File: config.mk
export PLATFORM = sky130hd
export DESIGN_NAME = nfcb_flash_host
export DESIGN_NICKNAME = d
export VERILOG_FILES = /design/src/core/nfcb_pkg.sv /design/src/core/nfcb_cyc_if.sv /design/src/core/nfcb_bus_cycle.sv /design/src/core/nfcb_flash_host.sv
export SDC_FILE = /design/constraint.sdc
export NUM_CORES = 1
export LEC_CHECK = 0
export BUFFER_PORTS_ARGS = -buffer_cell sky130_fd_sc_hd__buf_4
export CAP_MARGIN = 15
export CELL_PAD_IN_SITES_DETAIL_PLACEMENT = 0
export CELL_PAD_IN_SITES_GLOBAL_PLACEMENT = 2
export CORE_MARGIN = 8
export CORE_UTILIZATION = 25
export DETAILED_ROUTE_END_ITERATION = 10
export GPL_TIMING_DRIVEN = 0
export PLACE_DENSITY_LB_ADDON = 0.1
export SYNTH_ARGS = -nofsm -noshare
export SYNTH_HDL_FRONTEND = slang
export SYNTH_HIERARCHICAL = 1
export SYNTH_SLANG_ARGS = --single-unit
File: constraint.sdc
create_clock -name clk_i -period 3.9 [get_ports clk_i]
set_clock_uncertainty 0.15 [all_clocks]
set_input_delay 0 -clock clk_i [delete_from_list [all_inputs] [get_ports clk_i]]
set_output_delay 0 -clock clk_i [all_outputs]
set_load 0.005 [all_outputs]
File: src/core/nfcb_pkg.sv
package nfcb_pkg;

  localparam int CLK_MHZ = 100;

  // pin timing in ns; cycle counts round up to whole clocks
  localparam int RESET_LOW_MIN_TIME_NS = 100;
  localparam int RESET_TO_WRITE_TIME_NS = 210;
  localparam int RESET_TO_READ_TIME_NS = 210;
  localparam int WRITE_LOW_NS = 70;
  localparam int READ_ACCESS_NS = 120;

  localparam int RESET_LOW_CYC = (RESET_LOW_MIN_TIME_NS * CLK_MHZ + 999) / 1000;
  localparam int RESET_WRITE_CYC =
    (RESET_TO_WRITE_TIME_NS * CLK_MHZ + 999) / 1000;
  localparam int RESET_READ_CYC = (RESET_TO_READ_TIME_NS * CLK_MHZ + 999) / 1000;
  localparam int RESET_WAIT_CYC =
    (RESET_WRITE_CYC > RESET_READ_CYC) ? RESET_WRITE_CYC : RESET_READ_CYC;
  localparam int WRITE_LOW_CYC = (WRITE_LOW_NS * CLK_MHZ + 999) / 1000;
  localparam int READ_ACCESS_CYC = (READ_ACCESS_NS * CLK_MHZ + 999) / 1000;
  localparam int SYNC_STAGES = 2;

  // command codes on the data bus
  localparam logic [15:0] CMD_SET_PAGE = 16'h0060;
  localparam logic [15:0] CMD_CONFIRM_PAGE = 16'h0004;
  localparam logic [15:0] CMD_CLEAR_STATUS = 16'h0050;

  // page length config value
  localparam int CFG_PAGE_BIT = 13;
  localparam logic [15:0] CFG_PAGE_MASK = 16'h2000;
  localparam logic [15:0] CFG_RESET = 16'h0000;

  // chip select patterns {cs2, cs1, cs0}
  localparam logic [2:0] CS_SELECT = 3'h0;
  localparam logic [2:0] CS_DESELECT = 3'h1;

  // controller register offsets
  localparam logic [7:0] REG_CMD = 8'h00;
  localparam logic [7:0] REG_ADDR = 8'h04;
  localparam logic [7:0] REG_WDATA = 8'h08;
  localparam logic [7:0] REG_CFG = 8'h0c;
  localparam logic [7:0] REG_RDATA = 8'h10;
  localparam logic [7:0] REG_STATUS = 8'h14;
  localparam logic [7:0] REG_CTRL = 8'h18;

  localparam int CMD_OP_LSB = 0;
  localparam int CTRL_PROGRAM_ENABLE_VOLTAGE_BIT = 0;
  localparam int ST_BUSY_BIT = 0;
  localparam int ST_DEV_BUSY_BIT = 1;
  localparam int ST_PAGE8_BIT = 2;
  localparam int ST_PROGRAM_ENABLE_VOLTAGE_BIT = 3;
  localparam int ST_RESET_BIT = 4;

  typedef enum logic [1:0] {
    OP_WRITE    = 2'b00,
    OP_READ     = 2'b01,
    OP_SET_PAGE = 2'b10,
    OP_RESET    = 2'b11
  } nfcb_op_t;

  typedef enum logic [2:0] {
    S_RST_LOW  = 3'b000,
    S_RST_WAIT = 3'b001,
    S_IDLE     = 3'b010,
    S_SINGLE   = 3'b011,
    S_CFG1     = 3'b100,
    S_CFG2     = 3'b101,
    S_CLEAR    = 3'b110
  } nfcb_seq_t;

  typedef enum logic [1:0] {
    E_IDLE   = 2'b00,
    E_SETUP  = 2'b01,
    E_STROBE = 2'b10,
    E_HOLD   = 2'b11
  } nfcb_eng_t;

endpackage

File: src/core/nfcb_cyc_if.sv
interface nfcb_cyc_if #(
  parameter int ADDR_W = 24
);
  logic              req;
  logic              rd;
  logic [ADDR_W-1:0] addr;
  logic [15:0]       wdata;
  logic              done;
  logic [15:0]       rdata;

  modport seq (output req, rd, addr, wdata, input done, rdata);
  modport eng (input req, rd, addr, wdata, output done, rdata);
endinterface

File: src/core/nfcb_bus_cycle.sv
module nfcb_bus_cycle #(
  parameter int ADDR_W = 24
) (
  input  wire logic              clk_i,
  input  wire logic              reset_n_i,
  nfcb_cyc_if.eng                cyc,
  input  wire logic [15:0]       dq_i,
  output logic      [ADDR_W-1:0] addr_o,
  output logic      [15:0]       dq_o,
  output logic                   dq_oe_n_o,
  output logic      [2:0]        chip_selects_o,
  output logic                   out_en_n_o,
  output logic                   write_en_n_o
);

  typedef struct packed {
    nfcb_pkg::nfcb_eng_t st;
    logic [15:0]         cnt;
    logic                rd;
    logic [ADDR_W-1:0]   addr;
    logic [15:0]         dq;
    logic                dq_oe_n;
    logic [2:0]          cs;
    logic                oe_n;
    logic                we_n;
    logic                done;
    logic [15:0]         rdata;
    logic [15:0]         sync1;
    logic [15:0]         sync2;
  } nfcb_eng_state_t;

  nfcb_eng_state_t s;
  nfcb_eng_state_t next_s;

  always_comb begin
    next_s = s;
    next_s.done = 1'b0;
    next_s.sync1 = dq_i;
    next_s.sync2 = s.sync1;
    unique case (s.st)
      nfcb_pkg::E_IDLE: begin
        if (cyc.req) begin
          next_s.addr = cyc.addr;
          next_s.rd = cyc.rd;
          next_s.cs = nfcb_pkg::CS_SELECT;
          if (!cyc.rd) begin
            next_s.dq = cyc.wdata;
            next_s.dq_oe_n = 1'b0;
          end
          next_s.st = nfcb_pkg::E_SETUP;
        end
      end
      nfcb_pkg::E_SETUP: begin
        // never both strobes low at once
        if (s.rd) begin
          next_s.oe_n = 1'b0;
          next_s.cnt = 16'(nfcb_pkg::READ_ACCESS_CYC +
                           nfcb_pkg::SYNC_STAGES - 1);
        end else begin
          next_s.we_n = 1'b0;
          next_s.cnt = 16'(nfcb_pkg::WRITE_LOW_CYC - 1);
        end
        next_s.st = nfcb_pkg::E_STROBE;
      end
      nfcb_pkg::E_STROBE: begin
        if (s.cnt == 16'h0000) begin
          if (s.rd) begin
            next_s.rdata = s.sync2;
            next_s.oe_n = 1'b1;
          end else begin
            // data latched on the rising write strobe, held one more cycle
            next_s.we_n = 1'b1;
          end
          next_s.st = nfcb_pkg::E_HOLD;
        end else begin
          next_s.cnt = s.cnt - 16'h0001;
        end
      end
      nfcb_pkg::E_HOLD: begin
        next_s.cs = nfcb_pkg::CS_DESELECT;
        next_s.dq_oe_n = 1'b1;
        next_s.done = 1'b1;
        next_s.st = nfcb_pkg::E_IDLE;
      end
    endcase
  end

  always_ff @(posedge clk_i or negedge reset_n_i) begin
    if (!reset_n_i) begin
      s <= '{st: nfcb_pkg::E_IDLE, cnt: 16'h0000, rd: 1'b0, addr: '0,
             dq: 16'h0000, dq_oe_n: 1'b1, cs: nfcb_pkg::CS_DESELECT,
             oe_n: 1'b1, we_n: 1'b1, done: 1'b0, rdata: 16'h0000,
             sync1: 16'h0000, sync2: 16'h0000};
    end else begin
      s <= next_s;
    end
  end

  assign cyc.done = s.done;
  assign cyc.rdata = s.rdata;
  assign addr_o = s.addr;
  assign dq_o = s.dq;
  assign dq_oe_n_o = s.dq_oe_n;
  assign chip_selects_o = s.cs;
  assign out_en_n_o = s.oe_n;
  assign write_en_n_o = s.we_n;

endmodule // nfcb_bus_cycle

File: src/core/nfcb_flash_host.sv
//Contract
// - config value travels on address bits 15:0
// - two writes 0060h then 0004h, same address
// - host writes zero to reserved config bits
// - eight-word mode needs clear status afterwards
// - write latched on rising write enable
// - reset held low minimum, then read wait
// - wait reset-to-write before any command
// - flash reset follows processor reset
// - host supplies target address with commands
//
// The register addresses and the plain strobed port were decided locally.
module nfcb_flash_host #(
  parameter int ADDR_W = 24
) (
  input  wire logic              clk_i,
  input  wire logic              reset_n_i,
  input  wire logic [7:0]        reg_addr_i,
  input  wire logic [31:0]       reg_wdata_i,
  input  wire logic              reg_wr_i,
  input  wire logic              reg_rd_i,
  output logic      [31:0]       reg_rdata_o,
  output logic      [ADDR_W-1:0] flash_addr_o,
  output logic      [15:0]       flash_dq_o,
  input  wire logic [15:0]       flash_dq_i,
  output logic                   flash_dq_oe_n_o,
  output logic      [2:0]        chip_selects_o,
  output logic                   out_en_n_o,
  output logic                   write_en_n_o,
  output logic                   reset_powerdown_n_o,
  output logic                   program_enable_o,
  input  wire logic              busy_status_pin_i
);

  if (ADDR_W < 17 || ADDR_W > 32) begin : g_check
    $error("nfcb_flash_host: ADDR_W must lie in 17..32");
  end

  typedef struct packed {
    nfcb_pkg::nfcb_seq_t st;
    logic [15:0]         cnt;
    logic                req;
    logic                rd;
    logic [ADDR_W-1:0]   cyc_addr;
    logic [15:0]         cyc_wdata;
    logic [ADDR_W-1:0]   addr;
    logic [15:0]         wdata;
    logic [15:0]         cfg;
    logic [15:0]         rdata;
    logic                page8;
    logic                program_enable_voltage;
    logic                rst_pin_n;
    logic                sts1;
    logic                sts2;
    logic [31:0]         reg_rdata;
  } nfcb_host_state_t;

  nfcb_host_state_t s;
  nfcb_host_state_t next_s;
  logic [15:0]      cfg_clean;
  logic [31:0]      status_word;

  nfcb_cyc_if #(.ADDR_W(ADDR_W)) cyc ();

  assign cyc.req = s.req;
  assign cyc.rd = s.rd;
  assign cyc.addr = s.cyc_addr;
  assign cyc.wdata = s.cyc_wdata;

  // reserved positions forced to zero
  assign cfg_clean = s.cfg & nfcb_pkg::CFG_PAGE_MASK;

  assign status_word = {27'h000_0000, !s.rst_pin_n, s.program_enable_voltage, s.page8,
                        !s.sts2, s.st != nfcb_pkg::S_IDLE};

  always_comb begin
    next_s = s;
    next_s.req = 1'b0;
    next_s.reg_rdata = 32'h0000_0000;
    next_s.sts1 = busy_status_pin_i;
    next_s.sts2 = s.sts1;
    unique case (s.st)
      nfcb_pkg::S_RST_LOW: begin
        if (s.cnt == 16'h0000) begin
          next_s.rst_pin_n = 1'b1;
          next_s.cnt = 16'(nfcb_pkg::RESET_WAIT_CYC - 1);
          next_s.st = nfcb_pkg::S_RST_WAIT;
        end else begin
          next_s.cnt = s.cnt - 16'h0001;
        end
      end
      nfcb_pkg::S_RST_WAIT: begin
        if (s.cnt == 16'h0000) begin
          next_s.page8 = 1'b0;
          next_s.st = nfcb_pkg::S_IDLE;
        end else begin
          next_s.cnt = s.cnt - 16'h0001;
        end
      end
      nfcb_pkg::S_IDLE: begin
      end
      nfcb_pkg::S_SINGLE: begin
        if (cyc.done) begin
          if (s.rd) begin
            next_s.rdata = cyc.rdata;
          end
          next_s.st = nfcb_pkg::S_IDLE;
        end
      end
      nfcb_pkg::S_CFG1: begin
        if (cyc.done) begin
          next_s.req = 1'b1;
          next_s.cyc_addr = {s.addr[ADDR_W-1:16], cfg_clean};
          next_s.cyc_wdata = nfcb_pkg::CMD_CONFIRM_PAGE;
          next_s.st = nfcb_pkg::S_CFG2;
        end
      end
      nfcb_pkg::S_CFG2: begin
        if (cyc.done) begin
          next_s.page8 = cfg_clean[nfcb_pkg::CFG_PAGE_BIT];
          if (cfg_clean[nfcb_pkg::CFG_PAGE_BIT]) begin
            next_s.req = 1'b1;
            next_s.cyc_addr = s.addr;
            next_s.cyc_wdata = nfcb_pkg::CMD_CLEAR_STATUS;
            next_s.st = nfcb_pkg::S_CLEAR;
          end else begin
            next_s.st = nfcb_pkg::S_IDLE;
          end
        end
      end
      nfcb_pkg::S_CLEAR: begin
        if (cyc.done) begin
          next_s.st = nfcb_pkg::S_IDLE;
        end
      end
      default: begin
        next_s.st = nfcb_pkg::S_IDLE;
      end
    endcase

    if (reg_wr_i) begin
      unique case (reg_addr_i)
        nfcb_pkg::REG_ADDR: next_s.addr = reg_wdata_i[ADDR_W-1:0];
        nfcb_pkg::REG_WDATA: next_s.wdata = reg_wdata_i[15:0];
        nfcb_pkg::REG_CFG: next_s.cfg = reg_wdata_i[15:0];
        nfcb_pkg::REG_CTRL: next_s.program_enable_voltage = reg_wdata_i[nfcb_pkg::CTRL_PROGRAM_ENABLE_VOLTAGE_BIT];
        nfcb_pkg::REG_CMD: begin
          // orders while busy are dropped
          if (s.st == nfcb_pkg::S_IDLE) begin
            unique case (nfcb_pkg::nfcb_op_t'(reg_wdata_i[1:0]))
              nfcb_pkg::OP_WRITE: begin
                next_s.req = 1'b1;
                next_s.rd = 1'b0;
                next_s.cyc_addr = s.addr;
                next_s.cyc_wdata = s.wdata;
                next_s.st = nfcb_pkg::S_SINGLE;
              end
              nfcb_pkg::OP_READ: begin
                next_s.req = 1'b1;
                next_s.rd = 1'b1;
                next_s.cyc_addr = s.addr;
                next_s.st = nfcb_pkg::S_SINGLE;
              end
              nfcb_pkg::OP_SET_PAGE: begin
                next_s.req = 1'b1;
                next_s.rd = 1'b0;
                next_s.cyc_addr = {s.addr[ADDR_W-1:16], cfg_clean};
                next_s.cyc_wdata = nfcb_pkg::CMD_SET_PAGE;
                next_s.st = nfcb_pkg::S_CFG1;
              end
              nfcb_pkg::OP_RESET: begin
                next_s.rst_pin_n = 1'b0;
                next_s.cnt = 16'(nfcb_pkg::RESET_LOW_CYC - 1);
                next_s.st = nfcb_pkg::S_RST_LOW;
              end
            endcase
          end
        end
        default: begin
        end
      endcase
    end

    if (reg_rd_i) begin
      unique case (reg_addr_i)
        nfcb_pkg::REG_ADDR: next_s.reg_rdata = 32'(s.addr);
        nfcb_pkg::REG_WDATA: next_s.reg_rdata = {16'h0000, s.wdata};
        nfcb_pkg::REG_CFG: next_s.reg_rdata = {16'h0000, s.cfg};
        nfcb_pkg::REG_RDATA: next_s.reg_rdata = {16'h0000, s.rdata};
        nfcb_pkg::REG_STATUS: next_s.reg_rdata = status_word;
        nfcb_pkg::REG_CTRL: next_s.reg_rdata = {31'h0000_0000, s.program_enable_voltage};
        default: next_s.reg_rdata = 32'h0000_0000;
      endcase
    end
  end

  // flash reset pin held low from the host's own reset
  always_ff @(posedge clk_i or negedge reset_n_i) begin
    if (!reset_n_i) begin
      s <= '{st: nfcb_pkg::S_RST_LOW,
             cnt: 16'(nfcb_pkg::RESET_LOW_CYC - 1),
             req: 1'b0, rd: 1'b0, cyc_addr: '0, cyc_wdata: 16'h0000,
             addr: '0, wdata: 16'h0000, cfg: nfcb_pkg::CFG_RESET,
             rdata: 16'h0000, page8: 1'b0, program_enable_voltage: 1'b0,
             rst_pin_n: 1'b0, sts1: 1'b1, sts2: 1'b1,
             reg_rdata: 32'h0000_0000};
    end else begin
      s <= next_s;
    end
  end

  nfcb_bus_cycle #(.ADDR_W(ADDR_W)) u_cycle (
    .clk_i          (clk_i),
    .reset_n_i      (reset_n_i),
    .cyc            (cyc.eng),
    .dq_i           (flash_dq_i),
    .addr_o         (flash_addr_o),
    .dq_o           (flash_dq_o),
    .dq_oe_n_o      (flash_dq_oe_n_o),
    .chip_selects_o (chip_selects_o),
    .out_en_n_o     (out_en_n_o),
    .write_en_n_o   (write_en_n_o)
  );

  assign reg_rdata_o = s.reg_rdata;
  assign reset_powerdown_n_o = s.rst_pin_n;
  assign program_enable_o = s.program_enable_voltage;

endmodule // nfcb_flash_host

# Word-level counts from Yosys, hierarchy flattened
# Index checks and enable logic that the tools add are counted.
[word_totals] regBits=284 inputBits=61 out_inout_bits=80 wordCells=146
[classes] eq_ne=29 reduce_logical=30 bitwise=1 n_mux=55 n_addsub=2
[op_table] op="$pmux W24 S6" n=1
[op_table] op="$mux W61" n=2
[op_table] op="$mux W40" n=3
[op_table] op="$mux W117" n=1
[op_table] op="$mux W16" n=6
[op_table] op="$pmux W16 S2" n=3
[op_table] op="$pmux W40 S2" n=1
[op_table] op="$pmux W26 S3" n=1
[op_table] op="$mux W24" n=2
[op_table] op="$logic_not A16 Y1" n=2
[op_table] op="$sub A16 B1 Y16 const B" n=2
[op_table] op="$eq A8 B5 Y1 const B" n=3
[op_table] op="$mux W3" n=6
[op_table] op="$pmux W3 S6" n=1
[op_table] op="$mux W1" n=17
[op_table] op="$eq A8 B4 Y1 const B" n=2
[op_table] op="$reduce_and A2 Y1" n=8
[op_table] op="$reduce_and A3 Y1" n=5
[op_table] op="$ne A2 B2 Y1 const B" n=6
[op_table] op="$reduce_and A4 Y1" n=3
[op_table] op="$eq A3 B3 Y1 const B" n=3
[op_table] op="$pmux W3 S3" n=1
[op_table] op="$eq A2 B2 Y1 const B" n=4
[op_table] op="$eq A8 B3 Y1 const B" n=1
[op_table] op="other kinds (19)" n=33

# Logic depth before layout (Yosys ltp)
# Gate-level depths: netlist of the first run.
[logic_depth] ltp_word=7 ltp_mapped=9 mapped_depth_nobuf=9

# Modules after synthesis
# The synthesis of the first run kept the hierarchy.
[by_module_without_submodules] module="nfcb_flash_host" cells_per_inst=580 seq_area_each_um2=4058.9 n_inst=1 area_per_inst_um2=7294.5
[by_module_without_submodules] module="nfcb_bus_cycle" cells_per_inst=347 seq_area_each_um2=2807.7 n_inst=1 area_per_inst_um2=4720.8

# Worst setup path before layout of the first run
# OpenSTA, ideal clock, no wires.
[synth_path] kind="reg-to-reg" startpoint="register u_cycle/s[112] (netlist name)" endpoint="register u_cycle.s (netlist bit u_cycle/cyc.rdata[10])" t_required_ps=3625 path_slack_ps=1346 stages_incl_launch_ff=10 setup_ps=125 path_buffers=3 synth_period_minus_slack_ps=2554 arrival_ps=2279 cell_sequence="dfrtp_1 inv_1 ha_1 buf_2 or4bb_1 nor4_4 and3_1 buf_6 buf_12 mux2_4"
[synth_between] elab_chain_cells=2
[synth_lines] element="start, declared" line="nfcb_bus_cycle.sv:32" source="nfcb_eng_state_t s;"
[synth_lines] element="start signal, assigned" line="nfcb_bus_cycle.sv:90" source="s <= '{st: nfcb_pkg::E_IDLE, cnt: 16'h0000, rd: 1'b0, addr: '0,"
[synth_lines] element="start signal, assigned" line="nfcb_bus_cycle.sv:95" source="s <= next_s;"
[synth_lines] element="$eq A2 B2 Y1" line="nfcb_bus_cycle.sv:40" source="unique case (s.st)"
[synth_lines] element="$reduce_and A3 Y1 (no source line)"
# Every way passes these cells.
# A chain may end at the register's enable or synchronous reset.

# Worst setup path after layout of the first run
[layout_path] startpoint="input reg_addr_i[4]" endpoint="register s[70] (netlist name)"
[layout_between] elab_chain_cells=2
[layout_lines] element="start, declared" line="nfcb_flash_host.sv:18" source="input wire logic [7:0] reg_addr_i,"
[layout_lines] element="$eq A8 B4 Y1" line="nfcb_flash_host.sv:142" source="unique case (reg_addr_i)"
[layout_lines] element="$reduce_and A2 Y1 (no source line)"
[layout_lines] element="end signal, assigned" line="nfcb_flash_host.sv:200" source="s <= '{st: nfcb_pkg::S_RST_LOW,"
[layout_lines] element="end signal, assigned" line="nfcb_flash_host.sv:208" source="s <= next_s;"
[layout_lines] element="end, declared" line="nfcb_flash_host.sv:58" source="nfcb_host_state_t s;"
# Every way passes these cells.

==> metrics.cfg, run 1 <==
[final_layout]
instances_no_fill = 1812
layout-drive-gt1-share_pct = 38.7
postLayoutCellArea_um2 = 15800
nNetsFinal = 1242
syn_to_final_growth_pct = 31.1
layout_common_cells = 266 x dfrtp_1, 213 x buf_4, 115 x mux2_2
final_common_cell = dfrtp_1

[timing]
period_share_pct = 81.3
finalSetupViolCount = 0
worst_slew_pin_slew_ns = 0.954
slew_headroom_pct = 35.9
period_minus_slack_ns = 3.17
fmax_ghz = 0.315
holdWs_ns = 0.0978
final_max_slew_viol_count = 0
rsz0062_at_grt = false
hold_viol = 0
fin_ws_ns = 0.730

[routing]
drcViolationCount = 0
vias_per_cell = 4.41
wire_per_inst_um = 18.5
dr.first_iter.drc_count = 504
drtPass1Iterations = 4
vias = 7986
drt-total-wl_mm = 33.5
postRouteAntennaNets = 0

[die]
start_util_pct = 25.3
row_count = 80
dieArea_um2 = 55300
die-height_um = 235
dieWidth_um = 235
coreArea_um2 = 47500
io_pins = 141

[power_and_ir_drop]
cellPowerDensity_nw_per_um2 = 469
power_mw = 7.39
peakVddDrop_mv = 0.228
leakage_nw = 7.52

[critical_path]
critPathMostFrequentCell = dlygate4sd3_1
crit_required_ns = 4.16
start_kind = input port
worstPathCellList = dlygate4sd3_1, buf_4, nor4_2, dlygate4sd3_1, buf_4, nand3_4, dlygate4sd3_1, mux2_2
critPathSlowestCell = dlygate4sd3_1
crit_type = in -> reg
end_kind = register
path_max_fanout = 10
max_stage_delay_ns = 0.76
arrival_ns = 3.43

[logic_synthesis]
synth_ff_type = dfrtp_1
ys_seq_area_share_pct = 57.1
synth.ff_latch_count = 274
synth_edf_count = 0
yosys_warnings = 6
syn_inst = 927
ys_types = 76
syn_area_um2 = 12000
avgSynthCellArea_um2 = 13.0
ys_async_sr_fraction_pct = 100

[grt]
gr-total-overflow = 0
gr-usage-all-layers_pct = 12.2
grt_pass1_vias = 8467
grt_pass1_wl_mm = 53.4
antenna_found_initial = 1
grt_max_degree = 102

[cts]
clock_sinks = 274
cts_tree = done
h-tree-depth = 2
cts-root-buf = clkbuf_16
clockBufferDepth = 3
cts-buffers-inserted = 36
cts_resized = 0
clkLatencyLatePin_ns = 0.54
path_clk_slew_ns = 0.05

[placement]
portBuffers = 120
place_hpwl_mm = 23.6
placed_area_um2 = 13800
dp_cells = 1673
place_congestion = 0.709
preCtsSetupSlack_ns = 0.800

[status]
run_status = completed

[worst_hold_path]
min-delay-path-class = in -> reg

[flow_run]
maxCapViolations = 0

[metrics by stage]
stage          util, %  TNS (ns)
2_1_floorplan        -         0
3_3_place_gp      28.8     -5.75
3_5_place_dp      29.0         0
4_1_cts           33.1         0
5_1_grt           33.1         0
6_report          33.1         0
[routing by layer]
layer | vias up | routed length [µm] | GRT usage [%]
li1 | 3801 | - | -
met1 | 3979 | 17000 | 17.7
met2 | 154 | 14400 | 18.0
met3 | 52 | 1250 | 2.27
met4 | 0 | 865 | 4.33
met5 | - | 0 | 0
[flip-flops by register name, indices dropped and copies added, names as in the netlist, 16 cells and up]
name               count
cyc.wdata             16
u_cycle/cyc.rdata     16
cyc.addr              24
reg_rdata_o           24
u_cycle/s             35
s                     92
u_cycle/next_s        16
u_cycle/dq_o          16
u_cycle/addr_o        24
[kinds of logic (layout without fill, tap and decap cells)]
logic type	after synthesis	after routing	share of synthesized area (%)
adder cells (fa/ha/maj)	7	7	0.729
XOR/XNOR	1	1	0.0729
AND/OR/NAND/NOR	208	208	10.6
other	2	11	0.0625
flip-flops	274	274	57.1
multiplexers	143	143	14.1
AO/OA/AOI/OAI	148	148	9.26
buffers and inverters	144	405	8.05
[critical path: cells and delay by family]
| kind | cells | cell delay [ns] |
|---|---|---|
| buffers and inverters | 5 | 2.45 |
| muxes | 1 | 0.32 |
| and+or+nand+nor | 2 | 0.67 |
[path summary, 6_finish.rpt]
kind,end,slack (ns),cells after the start,start
worst min-delay path,s[101],0.1,3,reg_wdata_i[16]
min in group asynchronous,s[158],0.57,4,reset_n_i
max in group asynchronous,reg_rdata_o[17],2.07,5,reset_n_i
worst max-delay path,s[70],0.73,8,reg_addr_i[4]
worst max register to register,u_cycle/cyc.rdata[11],0.92,9,u_cycle/s[112]
worst min register to register,u_cycle/s[1],0.19,0,u_cycle/next_s[1]
[synthesized netlist by cell type, types with 13 or more instances]
master	n	area [µm²]
nand3_1	13	65.1
mux2_4	23	345
nor2_1	45	169
a21oi_1	20	100
clkbuf_1	15	56.3
mux2_2	115	1290
a22o_1	44	385
nand2_1	33	124
dfrtp_1	266	6660
o21ai_0	22	110
buf_4	94	706
buf_2	16	80.1
[report_power, final]
group	internal, mW	switching [mW]	total (mW)	leakage (nW)
Sequential	3.02	0.173	3.19	3.60
Clock	1.98	1.25	3.24	0.571
Combinational	0.429	0.535	0.964	3.35
[what timing repair did]
item,CTS,global route
endpoints found under the hold margin,393,0
setup buffers,0,0
hold buffers,78,0
[final cells by class]
cell class | instances | area [µm²]
Antenna cell | 1 | 2.50
Buffer | 132 | 922
Clock buffer | 54 | 1090
Clock inverter | 6 | 72.6
Fill cell | 4738 | 31800
Inverter | 12 | 45.0
Multi-Input combinational cell | 517 | 4210
Sequential cell | 274 | 6870
Tap cell | 615 | 769
Timing Repair Buffer | 201 | 1770
Power figures use the tool's default switching activity.
==> inputs of run 2 (changes only) <==
==> constraint.sdc (replaced) <==
create_clock -name clk_i -period 3.2 [get_ports clk_i]
set_clock_uncertainty 0.15 [all_clocks]
set_input_delay 0 -clock clk_i [delete_from_list [all_inputs] [get_ports clk_i]]
set_output_delay 0 -clock clk_i [all_outputs]
set_load 0.005 [all_outputs]
==> run 2 against run 1 <==
Compared with the run above: clock power rose by 22%; design area barely moved; via count rose by 0.23%; flip-flop and latch count did not move; routed wire length barely moved; power rose by 22%; highest routed layer unchanged.
==> metrics.cfg, run 2 (synthesis results as in run 1) <==
[final_layout]
largest-register = s
final_common_cell = dfrtp_1
syn_to_final_growth_pct = 31.2
nFillCells = 4734
layout_common_cells = 266 x dfrtp_1, 213 x buf_4, 115 x mux2_2
post-route-util_pct = 33.1
nNetsFinal = 1242
layout-drive-gt1-share_pct = 38.8
reg_top3 = s (92), u_cycle/s (35)
largest_reg_flops = 92

[worst_hold_path]
min-delay-path-class = in -> reg

[power_and_ir_drop]
combPwrFrac_pct = 13.1
peakVddDrop_mv = 0.278
power_mw = 9.02
cellPowerDensity_nw_per_um2 = 572
leakage_nw = 7.53
p_int_mw = 6.62
clkPwrFrac_pct = 43.8
seq_power_share_pct = 43.1
p_sw_mw = 2.40
swShare_pct = 26.6

[routing]
drt-total-wl_mm = 33.5
vias = 8004
wire_per_inst_um = 18.5
dr.first_iter.drc_count = 504
drtPass1Iterations = 4
drcViolationCount = 0
postRouteAntennaNets = 0
vias_per_cell = 4.42

[grt]
grt_pass1_vias = 8467
antenna_found_initial = 1
gr-total-overflow = 0
grt_pass1_wl_mm = 53.4
grt_max_degree = 102
gr-usage-all-layers_pct = 12.2

[critical_path]
crit_type = in -> reg
end_kind = register
cp_num_buf_inv = 5
critPathSlowestCell = nor4b_4
worstPathCellList = dlygate4sd3_1, buf_4, nor4b_4, buf_6, nand4_1, dlygate4sd3_1, mux2_1, dlygate4sd3_1
start_kind = input port
cp_top_family = buffers and inverters
crit_required_ns = 3.45
r2r_slack_ns = 0.22
path_max_fanout = 10
max_stage_delay_ns = 0.76
critPathMostFrequentCell = dlygate4sd3_1
arrival_ns = 3.31

[cts]
clkLatencyLatePin_ns = 0.53
h-tree-depth = 2
cts-root-buf = clkbuf_16
cts-buffers-inserted = 36
clock_sinks = 274
cts_tree = done
clockBufferDepth = 3
path_clk_slew_ns = 0.05

[die]
dieArea_um2 = 55300
coreArea_um2 = 47500
start_util_pct = 25.3
io_pins = 141
row_count = 80
die-height_um = 235
dieWidth_um = 235

[placement]
portBuffers = 120
place_congestion = 0.709
preCtsSetupSlack_ns = 0.100
place_hpwl_mm = 23.6

[timing]
final_max_slew_viol_count = 0
slew_headroom_pct = 34.7
tns_ns = 0
hold_viol = 0
fmax_ghz = 0.327
rsz0062_at_grt = false
finalSetupViolCount = 0
period_minus_slack_ns = 3.06
worst_slew_pin_slew_ns = 0.973
period_share_pct = 95.7
fin_ws_ns = 0.138

[status]
run_status = completed

[flow_run]
maxCapViolations = 0

## run 2: repair_timing
action                                  4_1_cts  5_1_grt
hold endpoints to repair                    393        0
resized for setup                             0        3
endpoints found under the setup margin        0       14
buffers inserted                              0        0
hold buffers                                 78        0
## run 2: final timing paths
path / depth (start not counted) / from / endpoint
max: 8 / reg_addr_i[1] / program_enable_o
min: 3 / reg_wdata_i[16] / s[101]
max reg2reg: 9 / u_cycle/s[112] / u_cycle/cyc.rdata[11]
min reg2reg: 0 / u_cycle/next_s[1] / u_cycle/s[1]
max in group asynchronous: 5 / reset_n_i / reg_rdata_o[17]
min in group asynchronous: 4 / reset_n_i / s[158]
## run 2: final cells by class
type | count | area, µm² | area share (%)
Timing Repair Buffer | 201 | 1770 | 11.2
Antenna cell | 1 | 2.50 | 0.0159
Clock inverter | 6 | 72.6 | 0.460
Clock buffer | 54 | 1090 | 6.91
Multi-Input combinational cell | 517 | 4220 | 26.8
Tap cell | 615 | 769 | 4.88
Sequential cell | 274 | 6870 | 43.6
Buffer | 132 | 923 | 5.86
Inverter | 12 | 45.0 | 0.286
## run 2: metal layers
| layer | share of wire (%) | vias to the layer above | global-route usage [%] |
|---|---|---|---|
| li1 | - | 3802 | - |
| met1 | 51 | 3998 | 17.7 |
| met2 | 43 | 150 | 18.0 |
| met3 | 3.7 | 54 | 2.27 |
| met4 | 2.7 | 0 | 4.33 |
| met5 | 0 | - | 0 |
## run 2: power groups by stage
stage / clock (mW) / combinational (mW) / sequential, mW
floorplan: 0 / 0.734 / 3.88
global placement: 0 / 1.11 / 3.95
detailed placement: 0 / 1.12 / 3.95
CTS: 4.13 / 1.20 / 3.89
global route: 4.25 / 1.36 / 3.93
finish: 3.95 / 1.18 / 3.89
## run 2: per-stage QoR
stage | cell area, µm² | hold WS [ns] | instances
after floorplan | 12000 | -0.446 | 935
after CTS | 15700 | 0.0620 | 1811
after global placement | 13700 | -0.0399 | 1670
after detailed placement | 13800 | -0.0673 | 1673
final | 15800 | 0.0982 | 1812
after global routing | 15800 | 0.0908 | 1812
## run 2: worst reg2reg max path, stage by stage, from the launching register on
cell and delay, ns:
dfrtp_1 0.41, inv_1 0.09, ha_1 0.13, buf_2 0.21
or4bb_1 0.61, nor4_4 0.28, and3_1 0.34, buf_6 0.19
buf_12 0.16, mux2_4 0.31
==> inputs of run 3 (changes only) <==
--- a/config.mk
+++ b/config.mk
@@ -9,6 +9,7 @@
 export CAP_MARGIN = 15
 export CELL_PAD_IN_SITES_DETAIL_PLACEMENT = 0
 export CELL_PAD_IN_SITES_GLOBAL_PLACEMENT = 2
+export CORE_ASPECT_RATIO = 0.5
 export CORE_MARGIN = 8
 export CORE_UTILIZATION = 25
 export DETAILED_ROUTE_END_ITERATION = 10
==> run 3 against run 2 <==
Compared with the run above: sequential share of layout area is 0.31 points higher; design area is 0.71% lower; routed wire length is 0.31% lower; die area is 0.77% higher; count of clock-buffer cells in the layout is 16 lower; maximum frequency is 1.4% higher; setup slack better by 0.042 ns; critical endpoint unchanged; register-to-register slack hardly changed; utilization hardly changed; via count is 0.84% lower.
==> metrics.cfg, run 3 (synthesis results as in run 1) <==
[cts]
cts_setup_buffers = 0
clkLatencyLatePin_ns = 0.56
cts_tree = done
clock_sinks = 274
cts-buffers-inserted = 28
clockBufferDepth = 3
path_clk_slew_ns = 0.07
cts-root-buf = clkbuf_16
h-tree-depth = 1

[routing]
drt-total-wl_mm = 33.4
wire_per_inst_um = 18.3
wl_met3_mm = 1.39
drcViolationCount = 0
postRouteAntennaNets = 0
dr.first_iter.drc_count = 416
drtPass1Iterations = 6
met2_length_mm = 15.4
top_layer = met4
vias_per_cell = 4.35
vias = 7937
m1WireLength_mm = 16.2

[critical_path]
crit_path_start = reg_addr_i[1]
worstPathCellList = dlygate4sd3_1, buf_4, nor4b_4, dlygate4sd3_1, buf_6, nand4_1, dlygate4sd3_1, mux2_1
path_max_fanout = 10
crit_required_ns = 3.49
critPathMostFrequentCell = dlygate4sd3_1
r2r_slack_ns = 0.23
cp_top_family = buffers and inverters
crit_type = in -> reg
r2r_cells = 9
critPathSlowestCell = nor4b_4
r2r-start = u_cycle/s[112]
arrival_ns = 3.31
end_kind = register
path_depth = 8
start_kind = input port
cp_num_buf_inv = 5
max_stage_delay_ns = 0.73
reg2reg_to = u_cycle/cyc.rdata[8]
worstSetupEndpoint = program_enable_o

[timing]
worst_slew_pin_slew_ns = 0.792
slew_headroom_pct = 47.0
fmax_ghz = 0.331
fin_ws_ns = 0.181
final_max_slew_viol_count = 0
finalSetupViolCount = 0
period_minus_slack_ns = 3.02
period_share_pct = 94.4
rsz0062_at_grt = false
hold_viol = 0
holdWs_ns = 0.0414

[final_layout]
syn_to_final_growth_pct = 30.2
nNetsFinal = 1233
layout-drive-gt1-share_pct = 38.4
layout_common_cells = 266 x dfrtp_1, 213 x buf_4, 115 x mux2_2
antenna_cells = 0
largest-register = s
nFillCells = 4699
reg_top3 = s (92), u_cycle/s (35)
final_common_cell = dfrtp_1
post-route-util_pct = 33.2
largest_reg_flops = 92
instances_no_fill = 1825

[worst_hold_path]
min-delay-path-class = in -> reg

[die]
coreArea_um2 = 47200
start_util_pct = 25.5
dieArea_um2 = 55800
die-height_um = 171
dieWidth_um = 326
io_pins = 141
row_count = 56

[power_and_ir_drop]
cellPowerDensity_nw_per_um2 = 561
leakage_nw = 7.46
peakVddDrop_mv = 0.310
power_mw = 8.78

[placement]
dp_cells = 1695
portBuffers = 120
place_congestion = 0.749
place_hpwl_mm = 24.0
preCtsSetupSlack_ns = 0.0785

[grt]
grt_max_degree = 112
antenna_found_initial = 1
grt_pass1_vias = 8432
grt_pass1_wl_mm = 52.4
gr-usage-all-layers_pct = 11.9
gr-total-overflow = 0

[flow_run]
maxCapViolations = 0

[status]
run_status = completed

## run 3: routing by layer
layer	vias to the layer above	global-route usage [%]
li1	3771	-
met4	0	2.20
met2	129	19.0
met1	4003	16.6
met5	-	0
met3	34	2.62
## run 3: power by group
part	switching, mW	internal (mW)	total, mW
registers	0.222	3.67	3.90
clock network	1.42	2.29	3.71
logic	0.646	0.524	1.17
## run 3: through the flow
stage | instance area [µm²] | TNS (ns)
after global placement | 13700 | -145.61
after floorplan | 12000 | 0
after global routing | 15600 | 0
final | 15600 | 0
after detailed placement | 13800 | 0
after CTS | 15600 | 0
## run 3: final cells by class
| cell class | instances | area [µm²] | share of cell area (%) |
|---|---|---|---|
| clock inverter | 14 | 248 | 1.58 |
| inverter | 12 | 45.0 | 0.288 |
| clock buffer | 38 | 790 | 5.05 |
| buffer | 132 | 922 | 5.89 |
| sequential | 274 | 6870 | 43.9 |
| timing repair buffer | 200 | 1760 | 11.3 |
| tap | 638 | 798 | 5.10 |
| multi-input combinational | 517 | 4220 | 26.9 |
## run 3: worst min path at each step
stage / slack [ns] / cells after the start / from / endpoint
after floorplan: -0.45 / 0 / reset_n_i / cfg_clean[13]
after global placement: -0.04 / 1 / busy_status_pin_i / next_s[32]
after detailed placement: -0.18 / 1 / reset_n_i / s[161]
after CTS: 0.02 / 5 / reg_addr_i[5] / reg_rdata_o[5]
after global routing: 0.07 / 3 / reg_wdata_i[16] / s[101]
final: 0.04 / 5 / reg_addr_i[5] / reg_rdata_o[5]
## run 3: what timing repair did
action | 4_1_cts | 5_1_grt
hold buffers | 78 | 0
gates resized for setup | 0 | 2
endpoints found under the hold margin | 396 | 0
endpoints found under the setup margin | 0 | 9
## run 3: worst register-to-register path: cells and delay by family (launching register included)
family | cells | cell delay, ns
buf+inv | 4 | 0.63
fa+ha+maj | 1 | 0.14
mux | 1 | 0.31
flops | 1 | 0.42
simple gates | 3 | 1.20
